**config.mk**
```make
export PLATFORM = sky130hd
export DESIGN_NAME = dpp_top
export DESIGN_NICKNAME = d
export VERILOG_FILES = /design/src/verilog/dpp_pkg.sv /design/src/verilog/dpp_unit.sv /design/src/verilog/dpp_apb.sv /design/src/verilog/dpp_top.sv
export SDC_FILE = /design/constraint.sdc
export NUM_CORES = 1
export LEC_CHECK = 0
export ABC_AREA = 1
export BUFFER_PORTS_ARGS = -buffer_cell sky130_fd_sc_hd__buf_2
export CAP_MARGIN = 0
export CORE_MARGIN = 4
export CORE_UTILIZATION = 43
export CTS_CLUSTER_SIZE = 14
export DETAILED_ROUTE_END_ITERATION = 10
export GPL_TIMING_DRIVEN = 1
export PLACE_DENSITY_LB_ADDON = 0.12
export SLEW_MARGIN = 20
export SYNTH_ARGS = -nofsm -noshare
export SYNTH_HDL_FRONTEND = slang
export SYNTH_SLANG_ARGS = --single-unit
```
**constraint.sdc**
```tcl
create_clock -name pclk -period 3.6 [get_ports pclk]
set_input_delay 0.36 -clock pclk [delete_from_list [all_inputs] [get_ports pclk]]
set_output_delay 0.36 -clock pclk [all_outputs]
set_load 0.01 [all_outputs]
```
**src/verilog/dpp_pkg.sv**
```systemverilog
/*
 * dpp_pkg: register map, field positions, mode encodings and carriers
 * for the dual parallel interface block.
 * assumes: one pclk domain, APB slave with 32-bit data.
 */
package dpp_pkg;

    // ****************************************************************
    // register map (byte addresses), 8 word slots per unit
    // ****************************************************************
    localparam int dpp_unit_count = 2;
    localparam int dpp_slot_count = 8;
    localparam logic [11:0] dpp_unit_stride = 12'h020;
    localparam logic [11:0] dpp_unit_span = 12'h040;
    localparam logic [2:0] dpp_reg_first = 3'h0;
    localparam logic [2:0] dpp_reg_second = 3'h1;
    localparam logic [2:0] dpp_reg_control = 3'h2;
    localparam logic [2:0] dpp_reg_command = 3'h3;
    localparam logic [2:0] dpp_reg_status = 3'h4;

    // ****************************************************************
    // command word fields
    // ****************************************************************
    localparam int dpp_cmd_mode_flag = 7;
    localparam int dpp_cmd_hi_mode_msb = 6;
    localparam int dpp_cmd_hi_mode_lsb = 5;
    localparam int dpp_cmd_first_dir = 4;
    localparam int dpp_cmd_ctl_hi_dir = 3;
    localparam int dpp_cmd_lo_mode = 2;
    localparam int dpp_cmd_second_dir = 1;
    localparam int dpp_cmd_ctl_lo_dir = 0;
    localparam int dpp_bsr_bit_msb = 3;
    localparam int dpp_bsr_bit_lsb = 1;
    localparam int dpp_bsr_value = 0;
    localparam logic [7:0] dpp_cmd_reset = 8'h9B;

    // ****************************************************************
    // control port line roles in strobed and bidirectional modes
    // ****************************************************************
    localparam int dpp_lo_irq = 0;
    localparam int dpp_lo_ack = 1;
    localparam int dpp_lo_stb = 2;
    localparam int dpp_hi_irq = 3;
    localparam int dpp_hi_in_stb = 4;
    localparam int dpp_hi_in_full = 5;
    localparam int dpp_hi_out_ack = 6;
    localparam int dpp_hi_out_full = 7;
    localparam int dpp_status_width = 8;

    typedef enum logic [1:0] {
        dpp_mode_simple = 2'h0,
        dpp_mode_strobed = 2'h1,
        dpp_mode_bidir = 2'h2
    } dpp_mode_type;

    typedef struct packed {
        logic [7:0] first_in;
        logic [7:0] second_in;
        logic [7:0] control_in;
    } dpp_pins_in_type;

    typedef struct packed {
        logic [7:0] first_out;
        logic [7:0] first_oe;
        logic [7:0] second_out;
        logic [7:0] second_oe;
        logic [7:0] control_out;
        logic [7:0] control_oe;
    } dpp_pins_out_type;

    typedef struct packed {
        logic wr;
        logic rd;
        logic [2:0] slot;
        logic [7:0] wdata;
    } dpp_access_type;

endpackage : dpp_pkg

```
**src/verilog/dpp_unit.sv**
```systemverilog
/*
 * dpp_unit: one programmable parallel interface unit of 24 lines.
 * assumes: access pulses are one cycle, pins synchronous to pclk.
 */
`timescale 1ns/100ps
module dpp_unit
    import dpp_pkg::*;
(
    input wire logic pclk,
    input wire logic presetn,
    input wire dpp_access_type acc,
    output logic [7:0] rdata,
    input wire dpp_pins_in_type pin_in,
    output dpp_pins_out_type pin_out,
    output logic irq
);

    // ****************************************************************
    // state
    // ****************************************************************
    typedef struct packed {
        dpp_mode_type hi_mode;
        logic lo_strobed;
        logic first_in_dir;
        logic second_in_dir;
        logic ctl_hi_in_dir;
        logic ctl_lo_in_dir;
        logic [7:0] first_latch;
        logic [7:0] first_in_latch;
        logic [7:0] second_latch;
        logic [7:0] control_latch;
        logic [7:0] rdata;
        logic [7:0] ctl_prev;
    } dpp_unit_state_type;

    dpp_unit_state_type st;
    dpp_unit_state_type next_st;

    logic [7:0] ctl_view;
    logic [7:0] first_oe;
    logic [7:0] second_oe;
    logic [7:0] ctl_oe;
    logic [7:0] ctl_drive;
    logic [7:0] ctl_fall;
    logic [7:0] ctl_rise;
    logic [2:0] bit_sel;

    assign ctl_fall = st.ctl_prev & ~pin_in.control_in;
    assign ctl_rise = ~st.ctl_prev & pin_in.control_in;
    assign bit_sel = acc.wdata[dpp_bsr_bit_msb:dpp_bsr_bit_lsb];

    // ****************************************************************
    // next state
    // ****************************************************************
    always_comb begin
        next_st = st;
        next_st.ctl_prev = pin_in.control_in;
        // reads release the buffer first, so a strobe in the same cycle wins
        if (acc.rd && acc.slot == dpp_reg_first &&
            st.hi_mode != dpp_mode_simple) begin
            next_st.control_latch[dpp_hi_in_full] = 1'b0;
            next_st.control_latch[dpp_hi_irq] = 1'b0;
        end
        if (acc.rd && acc.slot == dpp_reg_second && st.lo_strobed &&
            st.second_in_dir) begin
            next_st.control_latch[dpp_lo_ack] = 1'b0;
            next_st.control_latch[dpp_lo_irq] = 1'b0;
        end
        // handshake: input strobe latches data and sets buffer full
        if (st.lo_strobed && st.second_in_dir && ctl_fall[dpp_lo_stb]) begin
            next_st.second_latch = pin_in.second_in;
            next_st.control_latch[dpp_lo_ack] = 1'b1;
            next_st.control_latch[dpp_lo_irq] = 1'b1;
        end
        if (st.lo_strobed && !st.second_in_dir && ctl_fall[dpp_lo_ack]) begin
            next_st.control_latch[dpp_lo_stb] = 1'b1;
        end
        if (st.lo_strobed && !st.second_in_dir && ctl_rise[dpp_lo_ack]) begin
            next_st.control_latch[dpp_lo_irq] = 1'b1;
        end
        if (st.hi_mode != dpp_mode_simple) begin
            if ((st.first_in_dir || st.hi_mode == dpp_mode_bidir) &&
                ctl_fall[dpp_hi_in_stb]) begin
                next_st.first_in_latch = pin_in.first_in;
                next_st.control_latch[dpp_hi_in_full] = 1'b1;
                next_st.control_latch[dpp_hi_irq] = 1'b1;
            end
            if ((!st.first_in_dir || st.hi_mode == dpp_mode_bidir) &&
                ctl_fall[dpp_hi_out_ack]) begin
                next_st.control_latch[dpp_hi_out_full] = 1'b1;
            end
            if ((!st.first_in_dir || st.hi_mode == dpp_mode_bidir) &&
                ctl_rise[dpp_hi_out_ack]) begin
                next_st.control_latch[dpp_hi_irq] = 1'b1;
            end
        end
        if (acc.wr) begin
            unique case (acc.slot)
                dpp_reg_first: begin
                    next_st.first_latch = acc.wdata;
                    if (st.hi_mode != dpp_mode_simple) begin
                        // low-active full flag, then irq drops
                        next_st.control_latch[dpp_hi_out_full] = 1'b0;
                        next_st.control_latch[dpp_hi_irq] = 1'b0;
                    end
                end
                dpp_reg_second: begin
                    next_st.second_latch = acc.wdata;
                    if (st.lo_strobed) begin
                        // strobe line doubles as full flag here
                        next_st.control_latch[dpp_lo_stb] = 1'b0;
                        next_st.control_latch[dpp_lo_irq] = 1'b0;
                    end
                end
                dpp_reg_control: next_st.control_latch = acc.wdata;
                dpp_reg_command: begin
                    if (acc.wdata[dpp_cmd_mode_flag]) begin
                        // mode word: applies now, clears latches
                        next_st.hi_mode = dpp_mode_type'(acc.wdata[
                            dpp_cmd_hi_mode_msb:dpp_cmd_hi_mode_lsb]);
                        if (acc.wdata[dpp_cmd_hi_mode_msb])
                            next_st.hi_mode = dpp_mode_bidir;
                        next_st.lo_strobed = acc.wdata[dpp_cmd_lo_mode];
                        next_st.first_in_dir = acc.wdata[dpp_cmd_first_dir];
                        next_st.second_in_dir = acc.wdata[dpp_cmd_second_dir];
                        next_st.ctl_hi_in_dir = acc.wdata[dpp_cmd_ctl_hi_dir];
                        next_st.ctl_lo_in_dir = acc.wdata[dpp_cmd_ctl_lo_dir];
                        next_st.first_latch = 8'h00;
                        next_st.first_in_latch = 8'h00;
                        next_st.second_latch = 8'h00;
                        next_st.control_latch = 8'h00;
                    end else begin
                        // single-bit set/clear of control port
                        next_st.control_latch[bit_sel] =
                            acc.wdata[dpp_bsr_value];
                    end
                end
                default: ;
            endcase
        end
        if (acc.rd) begin
            unique case (acc.slot)
                dpp_reg_first: next_st.rdata =
                    (st.hi_mode != dpp_mode_simple) ? st.first_in_latch :
                    (st.first_in_dir ? pin_in.first_in : st.first_latch);
                dpp_reg_second: next_st.rdata =
                    (st.lo_strobed && st.second_in_dir) ? st.second_latch :
                    (st.second_in_dir ? pin_in.second_in : st.second_latch);
                dpp_reg_control: next_st.rdata = ctl_view;
                dpp_reg_command: next_st.rdata = {1'b1, st.hi_mode,
                    st.first_in_dir, st.ctl_hi_in_dir, st.lo_strobed,
                    st.second_in_dir, st.ctl_lo_in_dir};
                dpp_reg_status: next_st.rdata = st.control_latch;
                default: next_st.rdata = 8'h00;
            endcase
        end
    end

    // ****************************************************************
    // pin direction by mode
    // ****************************************************************
    always_comb begin
        // simple mode: sets of 4 control lines follow their own bit
        ctl_oe = {{4{~st.ctl_hi_in_dir}}, {4{~st.ctl_lo_in_dir}}};
        ctl_drive = st.control_latch;
        if (st.lo_strobed) begin
            // three handshake lines taken from the low set
            ctl_oe[dpp_lo_irq] = 1'b1;
            ctl_oe[dpp_lo_ack] = st.second_in_dir;
            ctl_oe[dpp_lo_stb] = ~st.second_in_dir;
        end
        if (st.hi_mode == dpp_mode_strobed) begin
            ctl_oe[dpp_hi_irq] = 1'b1;
            ctl_oe[dpp_hi_in_stb] = 1'b0;
            ctl_oe[dpp_hi_in_full] = st.first_in_dir;
            ctl_oe[dpp_hi_out_ack] = 1'b0;
            ctl_oe[dpp_hi_out_full] = ~st.first_in_dir;
        end else if (st.hi_mode == dpp_mode_bidir) begin
            // five lines, irq borrowed from the low set
            ctl_oe[7:3] = 5'b10101;
        end
        ctl_view = (ctl_oe & st.control_latch) |
                   (~ctl_oe & pin_in.control_in);
        // whole-byte direction in simple and strobed modes
        first_oe = {8{~st.first_in_dir}};
        if (st.hi_mode == dpp_mode_bidir) begin
            // drive only while the partner acknowledges
            first_oe = {8{~pin_in.control_in[dpp_hi_out_ack]}};
        end
        second_oe = {8{~st.second_in_dir}};
    end

    assign pin_out = '{first_out: st.first_latch, first_oe: first_oe,
                       second_out: st.second_latch, second_oe: second_oe,
                       control_out: ctl_drive, control_oe: ctl_oe};
    assign rdata = st.rdata;
    // in simple mode line 0 is a plain output, not a request
    assign irq = (st.lo_strobed && st.control_latch[dpp_lo_irq]) |
                 (st.hi_mode != dpp_mode_simple &&
                  st.control_latch[dpp_hi_irq]);

    always_ff @(posedge pclk or negedge presetn) begin
        if (!presetn) begin
            st <= '{hi_mode: dpp_mode_simple, lo_strobed: 1'b0,
                    first_in_dir: 1'b1, second_in_dir: 1'b1,
                    ctl_hi_in_dir: 1'b1, ctl_lo_in_dir: 1'b1,
                    ctl_prev: 8'hFF, default: '0};
        end else begin
            st <= next_st;
        end
    end

endmodule : dpp_unit

```
**src/verilog/dpp_apb.sv**
```systemverilog
/*
 * dpp_apb: APB slave front end, turns transfers into access pulses.
 * assumes: APB3 master, zero wait states.
 */
`timescale 1ns/100ps
module dpp_apb
    import dpp_pkg::*;
(
    input wire logic psel,
    input wire logic penable,
    input wire logic pwrite,
    input wire logic [11:0] paddr,
    input wire logic [31:0] pwdata,
    input wire logic [dpp_unit_count*8-1:0] unit_rdata,
    output logic [31:0] prdata,
    output logic pslverr,
    output logic [dpp_unit_count-1:0] unit_sel,
    output dpp_access_type acc
);

    logic in_map;
    logic hit;

    // upper unit block decoded separately from the lower one
    assign in_map = paddr < dpp_unit_span && paddr[1:0] == 2'h0;
    assign hit = psel && penable && in_map;
    assign unit_sel = hit ? (paddr[5] ? 2'b10 : 2'b01) : 2'b00;
    assign acc = '{wr: hit && pwrite, rd: hit && !pwrite,
                   slot: paddr[4:2], wdata: pwdata[7:0]};
    assign pslverr = psel && penable && !in_map;
    // units hold read data from the access edge on
    assign prdata = {24'h000000, paddr[5] ? unit_rdata[15:8]
                                          : unit_rdata[7:0]};

endmodule : dpp_apb

```
**src/verilog/dpp_top.sv**
```systemverilog
/*
 * dpp_top: dual parallel interface, two independent 24-line units.
 * assumes: APB master on pclk; pins synchronous to pclk.
 */
`timescale 1ns/100ps
module dpp_top
    import dpp_pkg::*;
(
    input wire logic pclk,
    input wire logic presetn,
    input wire logic psel,
    input wire logic penable,
    input wire logic pwrite,
    input wire logic [11:0] paddr,
    input wire logic [31:0] pwdata,
    output logic [31:0] prdata,
    output logic pready,
    output logic pslverr,
    input wire dpp_pins_in_type [dpp_unit_count-1:0] pins_in,
    output dpp_pins_out_type [dpp_unit_count-1:0] pins_out,
    output logic [dpp_unit_count-1:0] irq
);

    logic [dpp_unit_count-1:0] unit_sel;
    logic [dpp_unit_count*8-1:0] unit_rdata;
    dpp_access_type acc;

    assign pready = 1'b1;

    dpp_apb u_apb (
        .psel(psel),
        .penable(penable),
        .pwrite(pwrite),
        .paddr(paddr),
        .pwdata(pwdata),
        .unit_rdata(unit_rdata),
        .prdata(),
        .pslverr(pslverr),
        .unit_sel(unit_sel),
        .acc(acc)
    );

    // read data is registered at the setup edge, so answer from the address latched then
    logic [11:0] last_addr;
    always_ff @(posedge pclk or negedge presetn) begin
        if (!presetn) begin
            last_addr <= 12'h000;
        end else if (psel && !penable) begin
            last_addr <= paddr;
        end
    end
    // ****************************************************************
    // units, each fully separate
    // ****************************************************************
    genvar gi;
    generate
        for (gi = 0; gi < dpp_unit_count; gi++) begin : g_unit
            dpp_access_type uacc;
            always_comb begin
                uacc = acc;
                uacc.wr = acc.wr && unit_sel[gi];
                // refused addresses must not release any buffer
                uacc.rd = psel && !penable && !pwrite &&
                          paddr < dpp_unit_span && paddr[1:0] == 2'h0 &&
                          paddr[5] == 1'(gi);
                uacc.slot = paddr[4:2];
            end
            dpp_unit u_unit (
                .pclk(pclk),
                .presetn(presetn),
                .acc(uacc),
                .rdata(unit_rdata[gi*8 +: 8]),
                .pin_in(pins_in[gi]),
                .pin_out(pins_out[gi]),
                .irq(irq[gi])
            );
        end
    endgenerate

    assign prdata = {24'h000000, last_addr[5] ? unit_rdata[15:8]
                                              : unit_rdata[7:0]};

endmodule : dpp_top

```
Word level (Yosys, flattened, before mapping). Cells that the tools add are included.

Memories kept: 0. Bits in registers: 114. Word-level logic and storage cells: 225. RAM bits: 0. Output and inout port bits: 132. Input bits: 97. Latch bits: 0. ROM bits: 0.

Mux-type cells: 90. Order comparisons: 3. Reduce and logical (&&, ||, !) cells: 67. Equal/unequal tests: 9. Div/mod/pow operators: 0. Bitwise operators: 29. Add/sub/neg operators: 0. Shift operators: 0. Multipliers: 0.

Operators with widths (count): 8-bit two-way mux (21); 24-bit two-way mux (4); 8-bit one-hot mux with 5 select lines (2); 8-bit one-hot mux with 2 select lines (4); 1-bit logical AND (44); 8-bit AND (4); 1-bit two-way mux (31); 7-bit AND (4); 7-bit NOT (4); 1-bit one-hot mux with 3 select lines (8); 5-bit two-way mux (4); 8-bit bitwise mux (2); 8-bit NOT (2); 8-bit bitwise OR (2); 2-bit two-way mux (7); 12-bit by 7-bit less-than comparator with 1-bit output (second input constant) (1); 3-bit one-hot mux with 2 select lines (2); 3-bit AND reduction (4); 1-bit NOT (11); 2-bit nonzero test (4); 1-bit zero test (7); 3-bit by 2-bit equality test with 1-bit output (second input constant) (2); 3-bit two-way mux (2); 2-bit by 1-bit equality test with 1-bit output (second input constant) (2); other kinds (13) (20).

Logic depth before layout (Yosys ltp). Gate-level depths: netlist of the first run.

Depth after elaboration: 16. Depth in mapped cells: 11. Mapped depth without buffers: 9.

Cells and area by module. A second synthesis of the first run with hierarchy kept.

Cell total of the unflattened synthesis: 1207. Area, all modules: 8124.0 µm².

Modules (own cells, without submodules): dpp_unit at g_unit[1].u_unit (times used 1, seq. area each 1286.2 µm², cells each 534, area each 3628.5 µm²); dpp_unit at g_unit[0].u_unit (times used 1, seq. area each 1286.2 µm², cells each 531, area each 3609.7 µm²); dpp_top (times used 1, seq. area each 25.0 µm², cells each 64, area each 455.4 µm²); dpp_apb (times used 1, seq. area each 0.0 µm², cells each 78, area each 430.4 µm²).

Worst setup path before layout of the first run. No wires, ideal clock.

Path type: flip-flop to output port. Start: reg g_unit[1].u_unit.st[53] in the netlist's numbering. End: out pins_out[81] in the netlist's numbering. Required time: 3.240 ns. Path buffers: 2. Stages on the path, launching flop included: 6. Arrival time: 1.604 ns. Setup slack: 1.636 ns. Cell sequence: dfrtp_1 > inv_2 > nand2_1 > buf_4 > o21ai_0 > buf_4.

RTL lines: start: declaration (RTL line dpp_unit.sv:36) `dpp_unit_state_type st;`; start signal: assignment (RTL line dpp_unit.sv:204) `st <= '{hi_mode: dpp_mode_simple, lo_strobed: 1'b0,`; start signal: assignment (RTL line dpp_unit.sv:209) `st <= next_st;`; end: declaration (RTL line dpp_top.sv:20) `output dpp_pins_out_type [dpp_unit_count-1:0] pins_out,`.

==> run metrics, run 1 <==
Sw Ratio 25.23%; Final Max Slew Viols 0; CTS tree yes; yosys warns 0; worst-path fanout max 11; crit path DAT 2.04 ns; clock skew 0.007083 ns; Pre-Repair DR Iteration Count 5; GP Congestion 0.8939; Resize count post-CTS 0; startpoint types register; clock share of power 43.2%; CP endpoint kind primary output; sequential share of the synthesized area 34.55%; first-pass GRT wire length 37.33 mm; clock latency on the worst-skew pair 0.36 ns; Worst Hold Slack 0.01835 ns; Hold WC Path Type in2async; dpl ws 1.048 ns; largest net degree at the start of global routing 57; internal power 1.843 mW; Worst Max-Slew Pin Slew 0.7276 ns; setup tns final 0 ns; I/O Pins 229; Die Area 19,660 um^2; Max H-tree Level 3; P_leak between 4 and 5 nW; die width between 100 and 150 um; share of layout cells above drive strength 1 between 20% and 30%; DR vias/cell 4.997; final hold vios 0; Logic pwr share 9.0%; Setup Buffers After CTS 0; FMAX 417.2 MHz; RSZ-0062 raised after global routing false; Core Area between 15,000 and 20,000 um^2; Synth Area per Inst 6.549 um^2; Net Switching between 0.6 and 0.7 mW; Slew headroom 51.37%; # hold bufs at CTS 0; initial antenna violation count 0; # diodes 0; port buffer count approximately 180; WL final 24.37 mm; Req. time, crit path about 3.2 ns; Synth-to-Final Area Change 8.421%; Seq pwr share 47.8%; Tot GR Track Use 24.33%; vias in the first global route 6,651; CP Class reg2out; final net count 1,325; DRC 0; maxcap violations 0; clk sinks 103; total gr overflow 0; DRT antenna net count 0; Max clock buf depth 2; initial drt markers 680; final setup violation count 0; Cells after Synth ~1,100; synthesized area ~7500 um^2; die height about 140 um; fin crit period 2.397 ns; post-synth cell types 35; Root Driver clkbuf_16; run status finished, final reports clean; maximum VDD drop 0.2244 mV; setup ws final 1.203 ns; Starting Density 43.62%; Final Cycle Share between 60% and 70%; clock buffer count from CTS 9; Power per Cell Area 302.3 nW/um^2; synthesis-stage register bit count 103; Routed wire per std cell approximately 17 um; clock slew at reported path FFs 0.07 ns; via count 7,286; HPWL after DPL 18.90 mm; floorplan row count between 40 and 50
[state kept, by name (all words and copies together), names as in the netlist]
name,flops
g_unit.u_unit.st,38
g_unit.u_unit.pin_out,32
g_unit.u_unit.ctl_drive,16
g_unit.u_unit.rdata,16
last_addr,1
[through the flow]
step           cells  instance area [um^2]  utilization [%]  total power, mW
6_report        1458                  8152            47.29            2.465
3_3_place_gp    1442                  7844            45.51            1.420
5_1_grt         1458                  8152            47.29            2.553
4_1_cts         1458                  8152            47.29            2.483
2_1_floorplan   1171                  7605                -            1.326
3_5_place_dp    1442                  7844            45.51            1.420
[cell families (layout without fill, tap and decap cells)]
family | Yosys count | count (layout) | synth area share [%]
other cells | 2 | 25 | 0.09989
simple gates | 657 | 657 | 36.63
flops | 103 | 103 | 34.55
compound gates | 118 | 118 | 8.321
buf+inv | 260 | 322 | 19.20
mux | 8 | 8 | 1.198
[cell type report]
class,count,area (um^2)
timing repair buffer,182,933.4
clock buffer,13,240.2
fill,1873,9085
clock inverter,3,67.56
inverter,124,467.9
tap,225,281.5
sequential,103,2597
multi-input combinational,808,3563
[Yosys cell counts]
cell type    n  area, um^2
conb_1       2       7.510
a22o_1       1       8.760
o211ai_1     4       30.03
nand4_2      1       12.51
nand2_1    478        1794
a21oi_1      7       35.03
clkinv_2     2       10.01
nor3_1      12       60.06
nor2_1      57       214.0
nor2_2       9       56.30
inv_1      110       412.9
o31a_1       2       17.52
o21ai_1     34       170.2
or2_1        1       6.260
o31ai_1      1       7.510
buf_4      114       855.8
nand2_4      4       45.04
o22ai_1      2       12.51
nand2_2      4       25.02
clkbuf_1     7       26.28
mux2_2       8       90.09
o21ai_0     64       320.3
nand3b_1     2       15.01
clkinv_1     1       3.750
buf_6        3       33.78
inv_2       11       41.29
dfstp_2     16       420.4
buf_2       12       60.06
dfrtp_1     87        2177
nand4_1     13       81.33
o21ai_2      1       8.760
o21bai_1     2       15.01
nand3_2      4       40.04
nand3_1     65       325.3
nor2_4       7       78.83
[worst paths after layout]
check                                                    endpoint  cells past startpoint                             startpoint  slack, ns
min                        g_unit[1].u_unit.pin_out[28]$_DFF_PN0_                      1                                presetn       0.02
max reg2reg                     g_unit[1].u_unit.st[39]$_DFF_PN0_                      8    g_unit[1].u_unit.st[51]$_DFFE_PN1P_       1.26
max in group asynchronous        g_unit[0].u_unit.st[4]$_DFF_PN1_                      2                                presetn       2.79
min reg2reg                 g_unit[0].u_unit.rdata[1]$_DFFE_PN0N_                      2  g_unit[0].u_unit.rdata[1]$_DFFE_PN0N_       0.48
max                                                  pins_out[81]                      4    g_unit[1].u_unit.st[53]$_DFFE_PN0P_       1.20
min in group pclk                g_unit[0].u_unit.st[4]$_DFF_PN1_                      1                             pins_in[4]       0.11
[metal layers]
layer | vias up | GRT usage, % | share of wire [%]
li1 | 3616 | - | -
met1 | 3359 | 35.32 | 44
met2 | 286 | 38.21 | 46
met3 | 25 | 3.278 | 7.9
met4 | 0 | 6.680 | 1.8
met5 | - | 0 | 0
[worst max-delay path, stage by stage (launching register included)]
cell,delay (ns)
dfrtp_1,0.49
inv_2,0.07
nand2_1,0.22
o21ai_0,0.64
buf_2,0.25
[power groups by stage]
stage                     combinational, mW  sequential (mW)  clock (mW)
after global placement                0.220             1.20           0
after global routing                  0.245             1.18        1.13
after floorplan                       0.132             1.19           0
final                                 0.221             1.18        1.06
after CTS                             0.221             1.18        1.08
after detailed placement              0.220             1.20           0
[placed cells by master, fill, tap and decap left out, types with 11 or more instances in the layout]
cell type	count
nand3_1	65
dfrtp_1	87
dfstp_2	16
nor2_1	57
nand4_1	13
nand2_1	478
o21ai_1	34
buf_2	178
nor3_1	12
o21ai_0	64
inv_1	110
inv_2	11
conb_1	25
No activity file was read; power rests on OpenSTA's default activity.
==> run 2, diff against run 1 <==
==> constraint.sdc (replaced) <==
create_clock -name pclk -period 2.2 [get_ports pclk]
set_input_delay 0.22 -clock pclk [delete_from_list [all_inputs] [get_ports pclk]]
set_output_delay 0.22 -clock pclk [all_outputs]
set_load 0.01 [all_outputs]
==> run 2 against run 1 <==
Net effect: global-route usage rose by 0.23 points; utilization grew 1.1 points; non-clock buffer count grew 24; register-to-register slack got worse by 0.93 ns; final cell count up 1.6%; clock skew rose by 0.0020 ns; critical path type unchanged; largest cell class unchanged.
==> run metrics, run 2 (synthesis results as in run 1) <==
WL final about 25 mm; GRT met3 Usage 4.268%; Req. time, crit path 1.98 ns; worst setup path start g_unit[1].u_unit.st[53]$_DFFE_PN0P_; CP endpoint kind primary output; final hold vios 0; GR peak layer met2; hold path start pins_in[22]; Slew headroom 66.08%; Hold WC Path Type in2reg; Power per Cell Area roughly 470 nW/um^2; CP Class reg2out; Final Max Slew Viols 0; Tot GR Track Use 24.55%; FMAX 506.2 MHz; placed inst area ~8000 um^2; Root Driver clkbuf_16; Core Area 17,240 um^2; maxcap violations 0; Crit Reg-Reg Startpoint g_unit[1].u_unit.st[50]$_DFFE_PN1P_; floorplan row count 48; DRT antenna net count 0; dpl ws 0.3689 ns; setup tns final 0 ns; GP Congestion roughly 0.9; worst-path fanout max 10; crit path DAT roughly 1.8 ns; met1 usage 35.97%; max FFs per register 38; clk sinks ~100; port buffer count 179; CP top delay family flip-flops; Pre-Repair DR Iteration Count 7; most common cell after layout, fill and taps aside nand2_1; die width around 140 um; Crit-path slowest cell dfrtp_1; Worst Max-Slew Pin Slew roughly 0.5 ns; CTS tree yes; CP most frequent cell nand2_1; largest net degree at the start of global routing 36; area of the multi-input gates 3563 um^2; RSZ-0062 raised after global routing false; final net count around 1,300; total gr overflow 0; Starting Density 43.62%; Final Cycle Share 89.79%; maximum VDD drop 0.3671 mV; post-route design area approximately 8300 um^2; run status finished, final reports clean; clock slew at reported path FFs 0.07 ns; final core occ between 40% and 50%; share of layout cells above drive strength 1 approximately 22%; initial drt markers 655; DRC 0; fin crit period 1.975 ns; Routed wire per std cell 16.61 um; via count 7,356; P_leak 4.626 nW; Die Area 19,660 um^2; clock latency on the worst-skew pair 0.36 ns; final setup violation count 0; first-pass GRT wire length 37.69 mm; Max H-tree Level 3; CP Buf/Inv Count 3; CP peak stage delay between 0.5 and 0.6 ns; DR vias/cell ~5.0; setup ws final approximately 0.22 ns; register area 2597 um^2; Synth-to-Final Area Change 10.95%; initial antenna violation count 0; HPWL after DPL 19.36 mm; Biggest register g_unit.u_unit.st; CP cell instances inv_2, nand2_1, buf_4, nand2_1, o21ai_1, buf_2; most frequent cells in the layout nand2_1 (478), buf_2 (178), inv_1 (110); clock buffer count from CTS 9; I/O Pins 229; clock skew 0.009130 ns; total power 3.915 mW; Setup Buffers After CTS 0; die height 140.2 um; Fillers 1,845; # diodes 0; startpoint types register; vias in the first global route roughly 6,600; Max clock buf depth 2; met2 usage 38.38%
run 2: cell count changes in the layout (fill, tap and decap cells not counted), sizes merged:
cell         delta
buf            +15
dlygate4sd3     +9
bufinv          -2
clkbuf          -2
clkinv          +2
inv             +1
run 2: power breakdown:
part / internal (mW) / switching, mW / total, mW
clock network: 0.829 / 0.773 / 1.60
logic: 0.119 / 0.266 / 0.385
registers: 1.91 / 0.0156 / 1.93
run 2: path summary, 6_finish.rpt:
check / slack [ns] / cells after the start / to
max: 0.22 / 6 / pins_out[80]
min: 0.16 / 5 / g_unit[0].u_unit.st[38]$_DFF_PN0_
max reg2reg: 0.33 / 8 / g_unit[1].u_unit.rdata[4]$_DFFE_PN0N_
min reg2reg: 0.49 / 2 / g_unit[0].u_unit.rdata[1]$_DFFE_PN0N_
max in group asynchronous: 1.19 / 3 / g_unit[0].u_unit.st[2]$_DFF_PN1_
min in group asynchronous: 0.31 / 2 / g_unit[1].u_unit.pin_out[27]$_DFF_PN0_
run 2: final cells by class:
cell class	count	share of cell area (%)
well taps	225	3.375
flip-flops and latches	103	31.14
inverters	124	5.610
multi-input cells	808	42.72
clock inverters	4	0.3600
clock buffers	11	3.030
repair buffers	206	13.77
run 2: timing repair:
| action | CTS | global route |
|---|---|---|
| hold endpoints to repair | 25 | 0 |
| gates resized for setup | 0 | 2 |
| hold buffers | 9 | 0 |
| endpoints found under the setup margin | 0 | 16 |
run 2: worst register-to-register path: stages (launching register included):
cell and delay (ns):
dfstp_2 0.58, inv_1 0.15, nor2_2 0.38, nand2_1 0.10, nand3_1 0.14, nand2_1 0.06
nand3b_1 0.21, nand2_1 0.10, nand2_1 0.05
run 2: stage by stage:
step	hold slack, ns	instances
floorplan	-0.07559	1171
global placement	0.1695	1457
detailed placement	0.1677	1457
CTS	0.1527	1481
global route	0.1848	1481
finish	0.1566	1481
run 2: metal layers:
metal | wire length (um) | part of all wire, % | up-vias
met5 | 0 | 0 | -
met2 | 11190 | 46 | 283
met3 | 1785 | 7.3 | 23
met1 | 11370 | 46 | 3395
li1 | - | - | 3655
met4 | 244 | 0.99 | 0
==> run 3, diff against run 2 <==
--- a/config.mk
+++ b/config.mk
@@ -6,7 +6,7 @@
 export NUM_CORES = 1
 export LEC_CHECK = 0
 export ABC_AREA = 1
-export BUFFER_PORTS_ARGS = -buffer_cell sky130_fd_sc_hd__buf_2
+export BUFFER_PORTS_ARGS = -buffer_cell sky130_fd_sc_hd__buf_4
 export CAP_MARGIN = 0
 export CORE_MARGIN = 4
 export CORE_UTILIZATION = 43
==> run 3 against run 2 <==
Net effect: clock power decreased by 3%; maximum frequency decreased by 0.60%; final cell count increased by 0.27%.
==> run metrics, run 3 (synthesis results as in run 1) <==
Routed wire per std cell 16.83 um; Hold WC Path Type in2reg; clock skew 0.006055 ns; die height 140.2 um; most common cell after layout, fill and taps aside nand2_1; Worst Hold Slack between 0.15 and 0.2 ns; Power per Cell Area 445.5 nW/um^2; Synth-to-Final Area Change 17.01%; setup ws final between 0.2 and 0.25 ns; Worst Max-Slew Pin Slew 0.5792 ns; placed inst area 8432 um^2; FMAX 503.2 MHz; crit path DAT about 1.8 ns; setup tns final 0 ns; initial antenna violation count 0; CP Class reg2out; Starting Density between 40% and 50%; Worst R2R Setup Slack 0.30 ns; clock buffer count from CTS 9; dpl ws 0.3311 ns; Max clock buf depth 2; worst reg2reg endpoint g_unit[1].u_unit.rdata[5]$_DFFE_PN0N_; RSZ-0062 raised after global routing false; final net count 1,353; GRT met3 Usage 4.370%; post-route design area roughly 8800 um^2; hold path start pins_in[41]; Req. time, crit path between 1.5 and 2 ns; Root Driver clkbuf_16; Pre-Repair DR Iteration Count 5; clock slew at reported path FFs 0.07 ns; die width 140.2 um; run status finished, final reports clean; final setup violation count 0; clk sinks 103; DR vias/cell 4.980; floorplan row count 48; clock latency on the worst-skew pair 0.36 ns; Die Area 19,660 um^2; via count around 7,400; most frequent cells in the layout nand2_1 (478), buf_4 (200), inv_1 (110); # diodes 0; Tot GR Track Use about 25%; startpoint types register; Setup Buffers After CTS 0; GP Congestion 0.9488; final hold vios 0; Core Area 17,240 um^2; Biggest register g_unit.u_unit.st; vias in the first global route 6,899; WL final around 25 mm; hold path depth 5; fin crit period between 1.5 and 2 ns; maxcap violations 0; share of layout cells above drive strength 1 22.38%; first-pass GRT wire length between 30 and 40 mm; DRC 0; Crit Reg-Reg Startpoint g_unit[1].u_unit.st[50]$_DFFE_PN1P_; I/O Pins 229; CTS tree yes; Fillers 1,818; Hold Crit Endpoint g_unit[1].u_unit.st[33]$_DFF_PN0_; HPWL after DPL 19.63 mm; met2 usage 38.86%; maximum VDD drop 0.3621 mV; port buffer count between 150 and 200; met1 usage ~37%; P_leak ~4.8 nW; DRT antenna net count 0; R2R depth 9; Final Cycle Share roughly nine tenths; worst-path fanout max 12; max FFs per register 38; largest net degree at the start of global routing 49; Max H-tree Level 3; total gr overflow 0; GR peak layer met2; Slew headroom 61.13%; Final Max Slew Viols 0; initial drt markers 850; CP endpoint kind primary output
==> run 3: cell count changes in the layout (fill, tap and decap cells not counted), sizes merged <==
cell      before  now
buf          197  201
clkbuf        11   12
clkinv         5    6
clkinvlp       1    0
inv          122  121
==> run 3: worst max path at each step <==
stage | start | to | slack, ns
floorplan | g_unit[1].u_unit.st[53]$_DFFE_PN0P_ | pins_out[81] | 0.38
global placement | g_unit[1].u_unit.st[50]$_DFFE_PN1P_ | g_unit[1].u_unit.rdata[5]$_DFFE_PN0N_ | 0.35
detailed placement | g_unit[1].u_unit.st[50]$_DFFE_PN1P_ | g_unit[1].u_unit.rdata[5]$_DFFE_PN0N_ | 0.33
CTS | g_unit[1].u_unit.st[54]$_DFFE_PN0P_ | pins_out[82] | 0.03
global route | g_unit[1].u_unit.st[50]$_DFFE_PN1P_ | g_unit[1].u_unit.rdata[5]$_DFFE_PN0N_ | 0.06
finish | g_unit[0].u_unit.st[51]$_DFFE_PN1P_ | pins_out[34] | 0.21
==> run 3: worst max-delay path, stage by stage, from the launching register on <==
cell and delay (ns):
dfstp_2 0.65, inv_1 0.21, nand2_1 0.13, o21ai_1 0.20, buf_4 0.22
==> run 3: metrics by stage <==
| stage | utilization (%) | power (mW) | std cells |
|---|---|---|---|
| floorplan | - | 2.170 | 1171 |
| global placement | 48.92 | 2.372 | 1461 |
| detailed placement | 48.92 | 2.373 | 1461 |
| CTS | 51.04 | 3.931 | 1485 |
| global route | 51.04 | 4.062 | 1485 |
| finish | 51.04 | 3.919 | 1485 |
==> run 3: cell type report <==
| type | instances | area, um^2 | share of cell area [%] |
|---|---|---|---|
| tap | 225 | 281.5 | 3.200 |
| sequential | 103 | 2597 | 29.53 |
| inverter | 124 | 467.9 | 5.319 |
| clock inverter | 3 | 18.77 | 0.2133 |
| clock buffer | 12 | 256.5 | 2.916 |
| timing repair buffer | 210 | 1612 | 18.32 |
| multi-input combinational | 808 | 3563 | 40.51 |
==> run 3: where the power goes <==
group | switching (mW) | internal, mW
clock | 0.740 | 0.823
combinational | 0.269 | 0.157
sequential | 0.0160 | 1.91
==> run 3: repair_timing <==
action / CTS / global route
gates cloned: 0 / 0
hold endpoints to repair: 39 / 0
gates resized for setup: 1 / 1
endpoints found under the setup margin: 8 / 8
pin swaps: 0 / 0
hold buffers: 9 / 0
==> run 3: layer usage <==
layer  vias to the layer above  wire length (um)
met5                         -                 0
met4                         0               356
met1                      3437             11540
met3                        24              1670
met2                       264             11430
li1                       3670                 -
